--- config.mk ---
export PLATFORM = sky130hd
export DESIGN_NAME = cpu_alu_dsp_datapath
export DESIGN_NICKNAME = d
export VERILOG_FILES = /design/src/alu_dsp_pkg.sv /design/src/cpu_alu_dsp_datapath.sv
export SDC_FILE = /design/constraint.sdc
export NUM_CORES = 2
export LEC_CHECK = 0
export ABC_AREA = 0
export ABC_CLOCK_PERIOD_IN_PS = 11850
export BUFFER_PORTS_ARGS = -buffer_cell sky130_fd_sc_hd__buf_2
export CAP_MARGIN = 10
export CORE_MARGIN = 2
export CORE_UTILIZATION = 41
export CTS_BUF_LIST = sky130_fd_sc_hd__clkbuf_4
export CTS_CLUSTER_SIZE = 40
export DETAILED_ROUTE_END_ITERATION = 8
export PLACE_DENSITY = 0.6
export RECOVER_POWER = 100
export SLEW_MARGIN = 20
export SYNTH_ARGS = -nofsm -noshare
export SYNTH_HDL_FRONTEND = slang
export SYNTH_SLANG_ARGS = --single-unit
export TNS_END_PERCENT = 5
--- constraint.sdc ---
create_clock -name i_clk -period 11.85 [get_ports i_clk]
set_input_delay 0.5925 -clock i_clk [delete_from_list [all_inputs] [get_ports i_clk]]
set_output_delay 0.5925 -clock i_clk [all_outputs]
set_load 0.1 [all_outputs]
--- src/alu_dsp_pkg.sv ---
// Purpose: Shared constants and types of the core arithmetic datapath.
// Assumes: 32-bit classic Wishbone register port, byte addresses.
// Notes: Status and control bit positions are shared with the decoder.
package alu_dsp_pkg;
  localparam logic [7:0] OFS_CTRL = 8'h00;
  localparam logic [7:0] OFS_STATUS = 8'h04;
  localparam logic [7:0] OFS_TRAPEN = 8'h08;
  localparam logic [7:0] OFS_ACCA_LO = 8'h0C;
  localparam logic [7:0] OFS_ACCA_HI = 8'h10;
  localparam logic [7:0] OFS_ACCB_LO = 8'h14;
  localparam logic [7:0] OFS_ACCB_HI = 8'h18;
  // core_control_reg fields
  localparam int CTRL_INT = 0;
  localparam int CTRL_CONV_ROUND = 1;
  localparam int CTRL_UNSIGNED = 2;
  localparam int CTRL_SAT_MODE = 4;
  localparam int CTRL_SAT_MEM = 5;
  localparam int CTRL_SAT_B = 6;
  localparam int CTRL_SAT_A = 7;
  localparam logic [7:0] CTRL_RST = 8'h20;
  localparam logic [1:0] TRAPEN_RST = 2'h0;
  localparam logic [15:0] STATUS_RST = 16'h0000;
  // core_status_reg fields; guard and saturation bits are indexed by accumulator
  localparam int ST_C = 0;
  localparam int ST_Z = 1;
  localparam int ST_N = 2;
  localparam int ST_OVF = 3;
  localparam int ST_DIGIT = 4;
  localparam int ST_GUARD_A = 8;
  localparam int ST_GUARD_B = 9;
  localparam int ST_SAT_A = 10;
  localparam int ST_SAT_B = 11;
  localparam int ST_GUARD_ANY = 12;
  localparam int ST_SAT_ANY = 13;
  localparam logic [3:0] DIV_LAST = 4'hF;
  localparam logic [39:0] SAT_POS31 = 40'h007FFFFFFF;
  localparam logic [39:0] SAT_NEG31 = 40'hFF80000000;
  localparam logic [39:0] SAT_POS39 = 40'h7FFFFFFFFF;
  localparam logic [39:0] SAT_NEG39 = 40'h8000000000;
  localparam logic [15:0] ROUND_TIE = 16'h8000;
  typedef enum logic [4:0] {
    OP_NOP, OP_ADD, OP_SUB, OP_AND, OP_IOR, OP_XOR, OP_SHL, OP_LSR, OP_ASR,
    OP_IMUL, OP_DIV, OP_CLR, OP_SQDIFF, OP_SQDIFF_ACC, OP_MULACC, OP_SQACC, OP_ACC_STORE,
    OP_PROD, OP_SQUARE, OP_NMUL, OP_MULSUB, OP_AADD, OP_ASUB, OP_ANEG, OP_LOAD_ACC,
    OP_ADDSH
  } op_t;
  typedef enum logic [1:0] {DIV_IDLE, DIV_RUN, DIV_FIX} div_state_t;
  typedef struct packed {
    op_t op;
    logic byte_mode;
    logic to_mem;
    logic [15:0] a;
    logic [15:0] b;
    logic [15:0] hi;
    logic a_signed;
    logic b_signed;
    logic lit_mode;
    logic div_long;
    logic acc_b;
    logic awb;
    logic [3:0] shift;
  } req_t;
  typedef struct packed {
    logic [15:0] lo;
    logic [15:0] hi;
    logic wide;
    logic to_mem;
    logic div_done;
    logic acc_wb;
  } rsp_t;
endpackage : alu_dsp_pkg

--- src/cpu_alu_dsp_datapath.sv ---
// Purpose: Integer unit, shared multiplier, divider and 40-bit accumulator engine.
// Assumes: Decoder presents one instruction at a time with operands already fetched.
// Notes: Divides hold o_ready low until the quotient and remainder are returned.
// Summary of operation
// RULE_01 - 16-bit integer add, subtract, shift, logic
// RULE_02 - Integer ops update carry, zero, negative, overflow, digit; only add and subtract set all five, logic and shift ops set zero and negative
// RULE_03 - Byte or word width; memory or register destination
// RULE_04 - All integer multiply forms share one multiplier
// RULE_05 - Signed/unsigned 32/16 and 16/16 division
// RULE_06 - Quotient to register zero, remainder register one
// RULE_07 - One cycle per divisor bit, fixed latency
// RULE_08 - Multiplier, barrel shifter, 40-bit adder, two accumulators
// RULE_09 - Engine and integer ops never overlap
// RULE_10 - Accumulator add, subtract, negate need no operand
// RULE_11 - Control register holds engine options
// RULE_12 - Engine operation set with optional write-back
// RULE_13 - Seventeenth multiplier bit zero or sign extended
// RULE_14 - Scaler gives 1.31 or integer, extended to 40
// RULE_15 - Fractional 16x16 multiply yields 1.31 product
// RULE_16 - Byte multiply 16-bit result, word 32-bit
// RULE_17 - Accumulator select; add and load shift operand
// RULE_18 - Adder: optional zero, complement plus borrow
// RULE_19 - Guard bits mismatch sets accumulator overflow flag
// RULE_20 - Saturation uses result, flags, enables, mode bit
// RULE_21 - Sticky saturation flags; combined OR flags
// RULE_22 - Overflow flags each pass; enabled overflow traps
// RULE_23 - Clamp to signed limit of selected width
`timescale 1ns/1ps
module cpu_alu_dsp_datapath import alu_dsp_pkg::*; (
  input wire logic i_clk,
  input wire logic i_nrst,
  input wire logic i_wb_cyc,
  input wire logic i_wb_stb,
  input wire logic i_wb_we,
  input wire logic [7:0] i_wb_adr,
  input wire logic [3:0] i_wb_sel,
  input wire logic [31:0] i_wb_dat,
  output logic [31:0] o_wb_dat,
  output logic o_wb_ack,
  input wire logic i_req_valid,
  input wire req_t i_req,
  output logic o_ready,
  output logic o_rsp_valid,
  output rsp_t o_rsp,
  output logic [15:0] o_status,
  output logic o_arith_trap
);
  logic [7:0] ctrl_ff;
  logic [1:0] trapen_ff;
  logic [15:0] status_ff, nxt_status;
  logic [39:0] acc_ff [2];
  logic ack_ff, ready_ff, rsp_valid_ff, trap_ff;
  logic [31:0] wb_dat_ff, rd_mux;
  rsp_t rsp_ff, nxt_rsp;
  div_state_t div_state_ff;
  logic [3:0] div_cnt_ff;
  logic [15:0] rem_ff, q_ff, dsr_ff;
  logic neg_q_ff, neg_r_ff;
  logic go, wb_hit, wb_wr, tgt;

  // RULE_09 one instruction
  assign go = i_req_valid & ready_ff;
  assign tgt = i_req.acc_b;
  assign wb_hit = i_wb_cyc & i_wb_stb & ~ack_ff;
  assign wb_wr = wb_hit & i_wb_we;
  assign o_wb_ack = ack_ff;
  assign o_wb_dat = wb_dat_ff;
  assign o_ready = ready_ff;
  assign o_rsp_valid = rsp_valid_ff;
  assign o_rsp = rsp_ff;
  assign o_status = status_ff;
  assign o_arith_trap = trap_ff;

  // Integer unit
  logic [15:0] bb, int_res, zext_a, sext_a;
  logic [16:0] s16;
  logic [8:0] s8;
  logic [4:0] s4;
  logic is_sub, is_arith, int_op, int_msb, int_z, int_ovf;
  always_comb begin
    is_sub = (i_req.op == OP_SUB);
    is_arith = (i_req.op == OP_ADD) || is_sub;
    bb = is_sub ? ~i_req.b : i_req.b;
    // RULE_02 borrow form
    s16 = {1'b0, i_req.a} + {1'b0, bb} + {16'h0000, is_sub};
    s8 = {1'b0, i_req.a[7:0]} + {1'b0, bb[7:0]} + {8'h00, is_sub};
    s4 = {1'b0, i_req.a[3:0]} + {1'b0, bb[3:0]} + {4'h0, is_sub};
    zext_a = i_req.byte_mode ? {8'h00, i_req.a[7:0]} : i_req.a;
    sext_a = i_req.byte_mode ? {{8{i_req.a[7]}}, i_req.a[7:0]} : i_req.a;
    int_op = 1'b1;
    // RULE_01 operation select
    case (i_req.op)
      OP_ADD, OP_SUB: int_res = s16[15:0];
      OP_AND: int_res = i_req.a & i_req.b;
      OP_IOR: int_res = i_req.a | i_req.b;
      OP_XOR: int_res = i_req.a ^ i_req.b;
      OP_SHL: int_res = i_req.a << i_req.b[3:0];
      OP_LSR: int_res = zext_a >> i_req.b[3:0];
      OP_ASR: int_res = $unsigned($signed(sext_a) >>> i_req.b[3:0]);
      default: begin
        int_res = 16'h0000;
        int_op = 1'b0;
      end
    endcase
    // RULE_03 byte ops keep upper byte
    if (i_req.byte_mode) begin
      int_res = {i_req.a[15:8], int_res[7:0]};
    end
    int_msb = i_req.byte_mode ? int_res[7] : int_res[15];
    int_z = i_req.byte_mode ? ~|int_res[7:0] : ~|int_res;
    int_ovf = i_req.byte_mode ? (i_req.a[7] == bb[7]) && (int_msb != i_req.a[7])
                              : (i_req.a[15] == bb[15]) && (int_msb != i_req.a[15]);
  end

  // Shared 17x17 multiplier
  logic signed [16:0] mx, my;
  logic signed [33:0] prod;
  logic [15:0] diff, x, y;
  logic dsp_s, sq;
  logic [32:0] p33;
  logic [39:0] p40;
  always_comb begin
    diff = i_req.a - i_req.b;
    sq = (i_req.op == OP_SQDIFF) || (i_req.op == OP_SQDIFF_ACC) || (i_req.op == OP_SQACC)
         || (i_req.op == OP_SQUARE);
    // RULE_09 difference feeds the square
    x = ((i_req.op == OP_SQDIFF) || (i_req.op == OP_SQDIFF_ACC)) ? diff : i_req.a;
    y = sq ? x : i_req.b;
    dsp_s = ~ctrl_ff[CTRL_UNSIGNED];
    // RULE_13 seventeenth bit
    mx = {dsp_s & x[15], x};
    my = {dsp_s & y[15], y};
    // RULE_04 integer multiply forms
    if (i_req.op == OP_IMUL) begin
      mx = {i_req.a_signed & i_req.a[15], i_req.a};
      my = {i_req.b_signed & i_req.b[15], i_req.b};
      if (i_req.byte_mode) begin
        mx = {9'h000, i_req.a[7:0]};
        my = {9'h000, i_req.b[7:0]};
      end else if (i_req.lit_mode) begin
        my = {12'h000, i_req.b[4:0]};
      end
    end
  end
  assign prod = mx * my;
  // RULE_15 fractional scaling
  assign p33 = ctrl_ff[CTRL_INT] ? prod[32:0] : {prod[31:0], 1'b0};
  // RULE_14 extend to 40
  assign p40 = {{7{p33[32]}}, p33};

  // Accumulator adder
  logic [39:0] bsh_in, bsh, src, opd, opx, sum, acc_new;
  logic use_zero, do_sub, pass, sx, sy, ov39, gov, b31, tsign, sat_en, sat_do;
  always_comb begin
    // RULE_17 barrel shift, positive is right
    bsh_in = {{8{i_req.a[15]}}, i_req.a, 16'h0000};
    bsh = i_req.shift[3] ? bsh_in << (~i_req.shift + 4'h1)
                         : $unsigned($signed(bsh_in) >>> i_req.shift);
    pass = 1'b1;
    use_zero = 1'b0;
    do_sub = 1'b0;
    opd = p40;
    // RULE_12 engine operations
    case (i_req.op)
      OP_CLR: begin
        use_zero = 1'b1;
        opd = 40'h0000000000;
      end
      OP_MULACC, OP_SQACC, OP_SQDIFF_ACC: opd = p40;
      OP_MULSUB: do_sub = 1'b1;
      OP_PROD, OP_SQUARE, OP_SQDIFF: use_zero = 1'b1;
      OP_NMUL: begin
        use_zero = 1'b1;
        do_sub = 1'b1;
      end
      // RULE_10 accumulator-only ops
      OP_AADD: opd = acc_ff[~tgt];
      OP_ASUB: begin
        opd = acc_ff[~tgt];
        do_sub = 1'b1;
      end
      OP_ANEG: begin
        opd = acc_ff[tgt];
        use_zero = 1'b1;
        do_sub = 1'b1;
      end
      OP_LOAD_ACC: begin
        opd = bsh;
        use_zero = 1'b1;
      end
      OP_ADDSH: opd = bsh;
      default: pass = 1'b0;
    endcase
    // RULE_18 zero input, complement and borrow
    src = use_zero ? 40'h0000000000 : acc_ff[tgt];
    opx = do_sub ? ~opd : opd;
    sum = src + opx + {39'h0000000000, do_sub};
    sx = src[39];
    sy = opx[39];
    // RULE_19 guard and sign overflow
    ov39 = (sx == sy) && (sum[39] != sx);
    gov = !((&sum[39:32]) || (~|sum[39:32]));
    b31 = !((&sum[39:31]) || (~|sum[39:31])) || ov39;
    tsign = ov39 ? sx : sum[39];
    // RULE_20 saturation decision
    sat_en = tgt ? ctrl_ff[CTRL_SAT_B] : ctrl_ff[CTRL_SAT_A];
    sat_do = sat_en && (ctrl_ff[CTRL_SAT_MODE] ? ov39 : b31);
    acc_new = sum;
    // RULE_23 clamp value
    if (sat_do) begin
      if (ctrl_ff[CTRL_SAT_MODE]) begin
        acc_new = tsign ? SAT_NEG39 : SAT_POS39;
      end else begin
        acc_new = tsign ? SAT_NEG31 : SAT_POS31;
      end
    end
  end

  // RULE_08 two accumulators
  always_ff @(posedge i_clk or negedge i_nrst) begin
    if (!i_nrst) begin
      acc_ff[0] <= 40'h0000000000;
      acc_ff[1] <= 40'h0000000000;
    end else if (go && pass) begin
      acc_ff[tgt] <= acc_new;
    end
  end

  // Write-back of the other accumulator, rounded and optionally saturated
  logic [39:0] wacc;
  logic [15:0] wb_word;
  logic round_inc, wb_op;
  always_comb begin
    wacc = acc_ff[~tgt];
    round_inc = (ctrl_ff[CTRL_CONV_ROUND] || wacc[15:0] != ROUND_TIE) ? wacc[15] : wacc[16];
    wb_word = wacc[31:16] + {15'h0000, round_inc};
    if (ctrl_ff[CTRL_SAT_MEM] && !((&wacc[39:31]) || (~|wacc[39:31]))) begin
      wb_word = wacc[39] ? 16'h8000 : 16'h7FFF;
    end
    wb_op = (i_req.op == OP_CLR) || (i_req.op == OP_MULACC) || (i_req.op == OP_ACC_STORE)
            || (i_req.op == OP_MULSUB);
  end

  // Divider operand preparation
  logic [31:0] dvd, mag_n;
  logic [15:0] mag_d;
  logic [16:0] dtry;
  logic neg_n, neg_d, dge;
  always_comb begin
    // RULE_05 dividend forms
    dvd = i_req.div_long ? {i_req.hi, i_req.a}
                         : {{16{i_req.a_signed & i_req.a[15]}}, i_req.a};
    neg_n = i_req.a_signed & dvd[31];
    neg_d = i_req.a_signed & i_req.b[15];
    mag_n = neg_n ? (~dvd + 32'h00000001) : dvd;
    mag_d = neg_d ? (~i_req.b + 16'h0001) : i_req.b;
    dtry = {rem_ff, q_ff[15]};
    dge = dtry >= {1'b0, dsr_ff};
  end

  // RULE_07 one step per divisor bit
  always_ff @(posedge i_clk or negedge i_nrst) begin
    if (!i_nrst) begin
      div_state_ff <= DIV_IDLE;
      div_cnt_ff <= 4'h0;
      rem_ff <= 16'h0000;
      q_ff <= 16'h0000;
      dsr_ff <= 16'h0000;
      neg_q_ff <= 1'b0;
      neg_r_ff <= 1'b0;
      ready_ff <= 1'b1;
    end else begin
      case (div_state_ff)
        DIV_IDLE: begin
          if (go && i_req.op == OP_DIV) begin
            div_state_ff <= DIV_RUN;
            div_cnt_ff <= 4'h0;
            rem_ff <= mag_n[31:16];
            q_ff <= mag_n[15:0];
            dsr_ff <= mag_d;
            neg_q_ff <= neg_n ^ neg_d;
            neg_r_ff <= neg_n;
            ready_ff <= 1'b0;
          end
        end
        DIV_RUN: begin
          rem_ff <= dge ? 16'(dtry - {1'b0, dsr_ff}) : dtry[15:0];
          q_ff <= {q_ff[14:0], dge};
          div_cnt_ff <= div_cnt_ff + 4'h1;
          if (div_cnt_ff == DIV_LAST) begin
            div_state_ff <= DIV_FIX;
          end
        end
        DIV_FIX: begin
          div_state_ff <= DIV_IDLE;
          ready_ff <= 1'b1;
        end
        default: div_state_ff <= DIV_IDLE;
      endcase
    end
  end

  // Response assembly
  always_comb begin
    nxt_rsp = '0;
    nxt_rsp.to_mem = i_req.to_mem;
    if (div_state_ff == DIV_FIX) begin
      // RULE_06 quotient low, remainder high
      nxt_rsp.to_mem = 1'b0;
      nxt_rsp.lo = neg_q_ff ? (~q_ff + 16'h0001) : q_ff;
      nxt_rsp.hi = neg_r_ff ? (~rem_ff + 16'h0001) : rem_ff;
      nxt_rsp.wide = 1'b1;
      nxt_rsp.div_done = 1'b1;
    end else if (int_op) begin
      nxt_rsp.lo = int_res;
    end else if (i_req.op == OP_IMUL) begin
      // RULE_16 result width
      nxt_rsp.lo = prod[15:0];
      nxt_rsp.hi = i_req.byte_mode ? 16'h0000 : prod[31:16];
      nxt_rsp.wide = ~i_req.byte_mode;
    end else if (wb_op && i_req.awb) begin
      nxt_rsp.lo = wb_word;
      nxt_rsp.acc_wb = 1'b1;
    end
  end

  always_ff @(posedge i_clk or negedge i_nrst) begin
    if (!i_nrst) begin
      rsp_valid_ff <= 1'b0;
      rsp_ff <= '0;
    end else begin
      rsp_valid_ff <= (div_state_ff == DIV_FIX) || (go && i_req.op != OP_DIV);
      if ((div_state_ff == DIV_FIX) || (go && i_req.op != OP_DIV)) begin
        rsp_ff <= nxt_rsp;
      end
    end
  end

  // Status flags
  always_comb begin
    nxt_status = status_ff;
    if (go && int_op) begin
      nxt_status[ST_Z] = int_z;
      nxt_status[ST_N] = int_msb;
      if (is_arith) begin
        nxt_status[ST_C] = i_req.byte_mode ? s8[8] : s16[16];
        nxt_status[ST_DIGIT] = i_req.byte_mode ? s4[4] : s8[8];
        nxt_status[ST_OVF] = int_ovf;
      end
    end
    // Software clears sticky saturation with a one; a new event still wins
    if (wb_wr && i_wb_adr == OFS_STATUS && i_wb_sel[1]) begin
      nxt_status[ST_SAT_A] = status_ff[ST_SAT_A] & ~i_wb_dat[ST_SAT_A];
      nxt_status[ST_SAT_B] = status_ff[ST_SAT_B] & ~i_wb_dat[ST_SAT_B];
    end
    if (go && pass) begin
      // RULE_22 overflow updated each pass
      nxt_status[ST_GUARD_A + int'(tgt)] = gov;
      // RULE_21 sticky saturation
      if (sat_do) begin
        nxt_status[ST_SAT_A + int'(tgt)] = 1'b1;
      end
    end
    nxt_status[ST_GUARD_ANY] = nxt_status[ST_GUARD_A] | nxt_status[ST_GUARD_B];
    nxt_status[ST_SAT_ANY] = nxt_status[ST_SAT_A] | nxt_status[ST_SAT_B];
  end

  always_ff @(posedge i_clk or negedge i_nrst) begin
    if (!i_nrst) begin
      status_ff <= STATUS_RST;
    end else begin
      status_ff <= nxt_status;
    end
  end

  // RULE_22 trap request
  always_ff @(posedge i_clk or negedge i_nrst) begin
    if (!i_nrst) begin
      trap_ff <= 1'b0;
    end else begin
      trap_ff <= (status_ff[ST_GUARD_A] & trapen_ff[0]) | (status_ff[ST_GUARD_B] & trapen_ff[1]);
    end
  end

  // RULE_11 control and trap enables
  always_ff @(posedge i_clk or negedge i_nrst) begin
    if (!i_nrst) begin
      ctrl_ff <= CTRL_RST;
      trapen_ff <= TRAPEN_RST;
    end else if (wb_wr && i_wb_sel[0]) begin
      if (i_wb_adr == OFS_CTRL) begin
        ctrl_ff <= i_wb_dat[7:0];
      end
      if (i_wb_adr == OFS_TRAPEN) begin
        trapen_ff <= i_wb_dat[1:0];
      end
    end
  end

  // Register bus; unmapped reads return zero and are still acknowledged
  always_comb begin
    case (i_wb_adr)
      OFS_CTRL: rd_mux = {24'h000000, ctrl_ff};
      OFS_STATUS: rd_mux = {16'h0000, status_ff};
      OFS_TRAPEN: rd_mux = {30'h00000000, trapen_ff};
      OFS_ACCA_LO: rd_mux = acc_ff[0][31:0];
      OFS_ACCA_HI: rd_mux = {24'h000000, acc_ff[0][39:32]};
      OFS_ACCB_LO: rd_mux = acc_ff[1][31:0];
      OFS_ACCB_HI: rd_mux = {24'h000000, acc_ff[1][39:32]};
      default: rd_mux = 32'h00000000;
    endcase
  end

  always_ff @(posedge i_clk or negedge i_nrst) begin
    if (!i_nrst) begin
      ack_ff <= 1'b0;
      wb_dat_ff <= 32'h00000000;
    end else begin
      ack_ff <= wb_hit;
      if (wb_hit && !i_wb_we) begin
        wb_dat_ff <= rd_mux;
      end
    end
  end
endmodule : cpu_alu_dsp_datapath

==> results.cfg <==
[grt]
grt_pass1_vias = 33963
grt_pass1_wl_um = 212000
grt_overflow = 0
antenna_found_initial = 10
grt_start_max_net_pins = 90
grt_util_all_layers_pct = 31.8

[worst_setup_path]
required_ns = 12.49
r2r_cells = 43
arrival_ns = 12.58
critical_path_class = input port to flop
start_kind = input port
r2r_slack_ns = 0.64
cp-end-kind = flop
r2r-end = acc_ff[15]
cpMaxStageDelayCell = fa_1
cp_max_fo = 10
cpPeakStageDelay_ns = 0.57
rr_startpoint = ctrl_ff[2]

[final_layout]
area_growth_pct = 21.5
multi_input_area_um2 = 27400
nNetsFinal = 5579
fill_cells = 8485
seq_area_um2 = 5730
stdcell_count = 6156
drive_above_1_share_pct = 19.7

[timing]
setup_slack_ns = -0.0861
setup-tns-final_ns = -1.50
worstMarginPinSlew_ns = 5.03
hold_viol_final = 0
min_period_over_period_pct = 101
fin_crit_ns = 11.94
skew_ns = 0.0811
setup_viol = 37
max_slew_margin_pct = -235
clock.fmax_mhz = 83.8
rsz0062_at_grt = true
drv_slew = 381

[synthesis]
synthFlopType = dfrtp_1
synth_area_um2 = 35000
async_flop_share_pct = 100
synth-warning-count = 0
synth_edf_count = 0
synthCells = 4407
synth.distinct_cells = 98
syn_avg_cell_area_um2 = 7.95
yosysSeqAreaShare_pct = 16.4
ys_seq_elements = 229

[routing]
drt-total-wl_um = 143000
num_vias = 36422
antenna_left = 0
drt_iter0_drc = 3755
firstDrtPassIters = 7
routed_via_density = 5.92
post_drt_wl_per_cell_um = 23.3
remaining_drc_errors = 0

[hold_path]
hold_path_class = input port to flop
min_from = i_wb_dat[4]
min_to = ctrl_ff[4]
worstHoldPathCells = 3

[placement]
gp_congestion = 1.07
dpl.hpwl_um = 115000
port_buffers = 173
dpl.cell_count = 6016
place_ws_ns = -1.04

[cts]
clock_path_buffers = 3
clock_latency_ns = 0.78
clock_sinks = 229
cts_root_buf = clkbuf_4
cts-buffers-inserted = 57
h-tree-depth = 2
cts_tree = built
clk_pin_slew_ns = 0.07

[floorplan]
fp.dieH_um = 296
start_util_pct = 41.3
rows = 107
ioPinCount = 203
die_width_um = 296
die_area_um2 = 87800
core_region_area_um2 = 84900

[status]
violations = capacitance limit, slew limit, setup timing
status = finished, violations left

[flow_run]
maxCapViolCount = 7
-- state kept, by name (all words and copies together) (netlist names) --
name,flops
acc_ff,80
o_rsp,36
o_wb_dat,32
dsr_ff,16
q_ff,16
rem_ff,16
o_status,11
ctrl_ff,8
div_cnt_ff,4
div_state_ff,2
trapen_ff,2
neg_q_ff,1
neg_r_ff,1
o_arith_trap,1
o_ready,1
o_rsp_valid,1
o_wb_ack,1
-- metal layers --
metal	track usage, %	routed length, um
met5	0	13
met4	13.1	6450
met3	5.41	13200
met2	49.2	63700
met1	43.8	59800
-- worst max path at each step --
stage	from	endpoint	slack (ns)	depth (start not counted)
2_1_floorplan	i_req[27]	acc_ff[68]	-0.13	62
3_3_place_gp	i_req[27]	acc_ff[34]	-0.88	56
3_5_place_dp	i_req[27]	acc_ff[32]	-1.04	56
4_1_cts	i_req[31]	acc_ff[40]	-0.03	58
5_1_grt	i_req[38]	acc_ff[12]	-0.59	56
6_report	i_req[38]	acc_ff[15]	-0.09	52
-- layout by cell type (no fill, tap or decap), types with 38 or more instances in the layout --
cell / synthesis / layout
mux2i_1: 116 / 115
ha_1: 209 / 191
nand3_1: 58 / 53
nor3_1: 59 / 56
a211oi_1: 56 / 52
clkbuf_4: 0 / 85
a21o_1: 61 / 60
and2_1: 39 / 38
a221oi_1: 105 / 102
nand2b_1: 48 / 45
fa_1: 294 / 288
a22oi_1: 49 / 48
xnor2_1: 190 / 184
nor2b_1: 45 / 42
a221o_1: 87 / 87
o22ai_1: 39 / 39
buf_2: 10 / 84
nand2_1: 476 / 461
o21ai_0: 281 / 264
inv_1: 410 / 400
buf_4: 8 / 568
clkbuf_1: 251 / 103
xor2_1: 50 / 49
nor2_1: 430 / 422
a21oi_1: 321 / 299
dfrtp_1: 227 / 226
-- logic make-up (layout without fill, tap and decap cells) --
| group | Yosys count | after routing | synth area share, % |
|---|---|---|---|
| AOI/OAI and AO/OA | 1274 | 1274 | 24.3 |
| muxes | 140 | 140 | 4.13 |
| DFF | 229 | 229 | 16.4 |
| xor gates and xnor gates | 242 | 242 | 6.14 |
| buffers and inverters | 714 | 1308 | 7.92 |
| other | 1 | 12 | 0.0107 |
| adders and majority gates | 503 | 503 | 24.3 |
| and+or+nand+nor | 1304 | 1304 | 16.8 |
-- area by class of cell --
type	count	area share, %
clock buffers	85	1.50
diodes	7	0.0412
well taps	1144	3.36
flip-flops and latches	229	13.5
repair buffers	788	13.3
multi-input cells	3468	64.4
inverters	417	3.70
clock inverters	18	0.250
-- Yosys cell counts (18+ instances only) --
master	number	area (um^2)
nand2b_1	48	300
o21ai_0	281	1410
xor2_1	50	438
a21oi_1	321	1610
a221oi_1	105	920
a22oi_1	49	368
o211ai_1	30	225
ha_1	209	2620
and3_1	20	125
dfrtp_1	227	5680
inv_1	410	1540
or3_1	25	156
a211oi_1	56	420
o31ai_1	24	180
a221o_1	87	871
nand3_1	58	290
a31oi_1	31	194
mux2_2	22	248
o22ai_1	39	244
mux2i_1	116	1160
and2_1	39	244
nor3_1	59	295
o21bai_1	18	135
buf_1	21	78.8
nor2_1	430	1610
nor2b_1	45	282
clkbuf_1	251	942
xnor2_1	190	1660
nor4_1	18	113
nand2_1	476	1790
a21o_1	61	458
nand4_1	18	113
fa_1	294	5890
-- timing repair --
item | 4_1_cts | 5_1_grt
hold buffers | 1 | 0
buffers inserted | 4 | 22
hold endpoints to repair | 87 | 0
pin swaps | 5 | 85
setup endpoints to repair | 80 | 86
gates cloned | 0 | 3
gates resized for setup | 7 | 105
-- worst max-delay path, delay by kind of cell --
family	cells	cell delay, ns
AO/OA/AOI/OAI	15	2.98
XOR/XNOR	2	0.45
adder cells (fa/ha/maj)	9	3.98
buffers and inverters	12	1.76
multiplexers	2	0.48
AND/OR/NAND/NOR	12	2.36
-- stage by stage --
stage	instance area [um^2]	util, %	hold WS (ns)
6_report	42500	50.1	0.0454
3_3_place_gp	41200	48.5	0.455
3_5_place_dp	41200	48.5	0.458
5_1_grt	42500	50.1	0.0307
4_1_cts	42000	49.5	0.00843
2_1_floorplan	35500	-	0.297
Power is not shown: default switching activity piles up to over one toggle a cycle in this logic, so the estimate is an artifact.
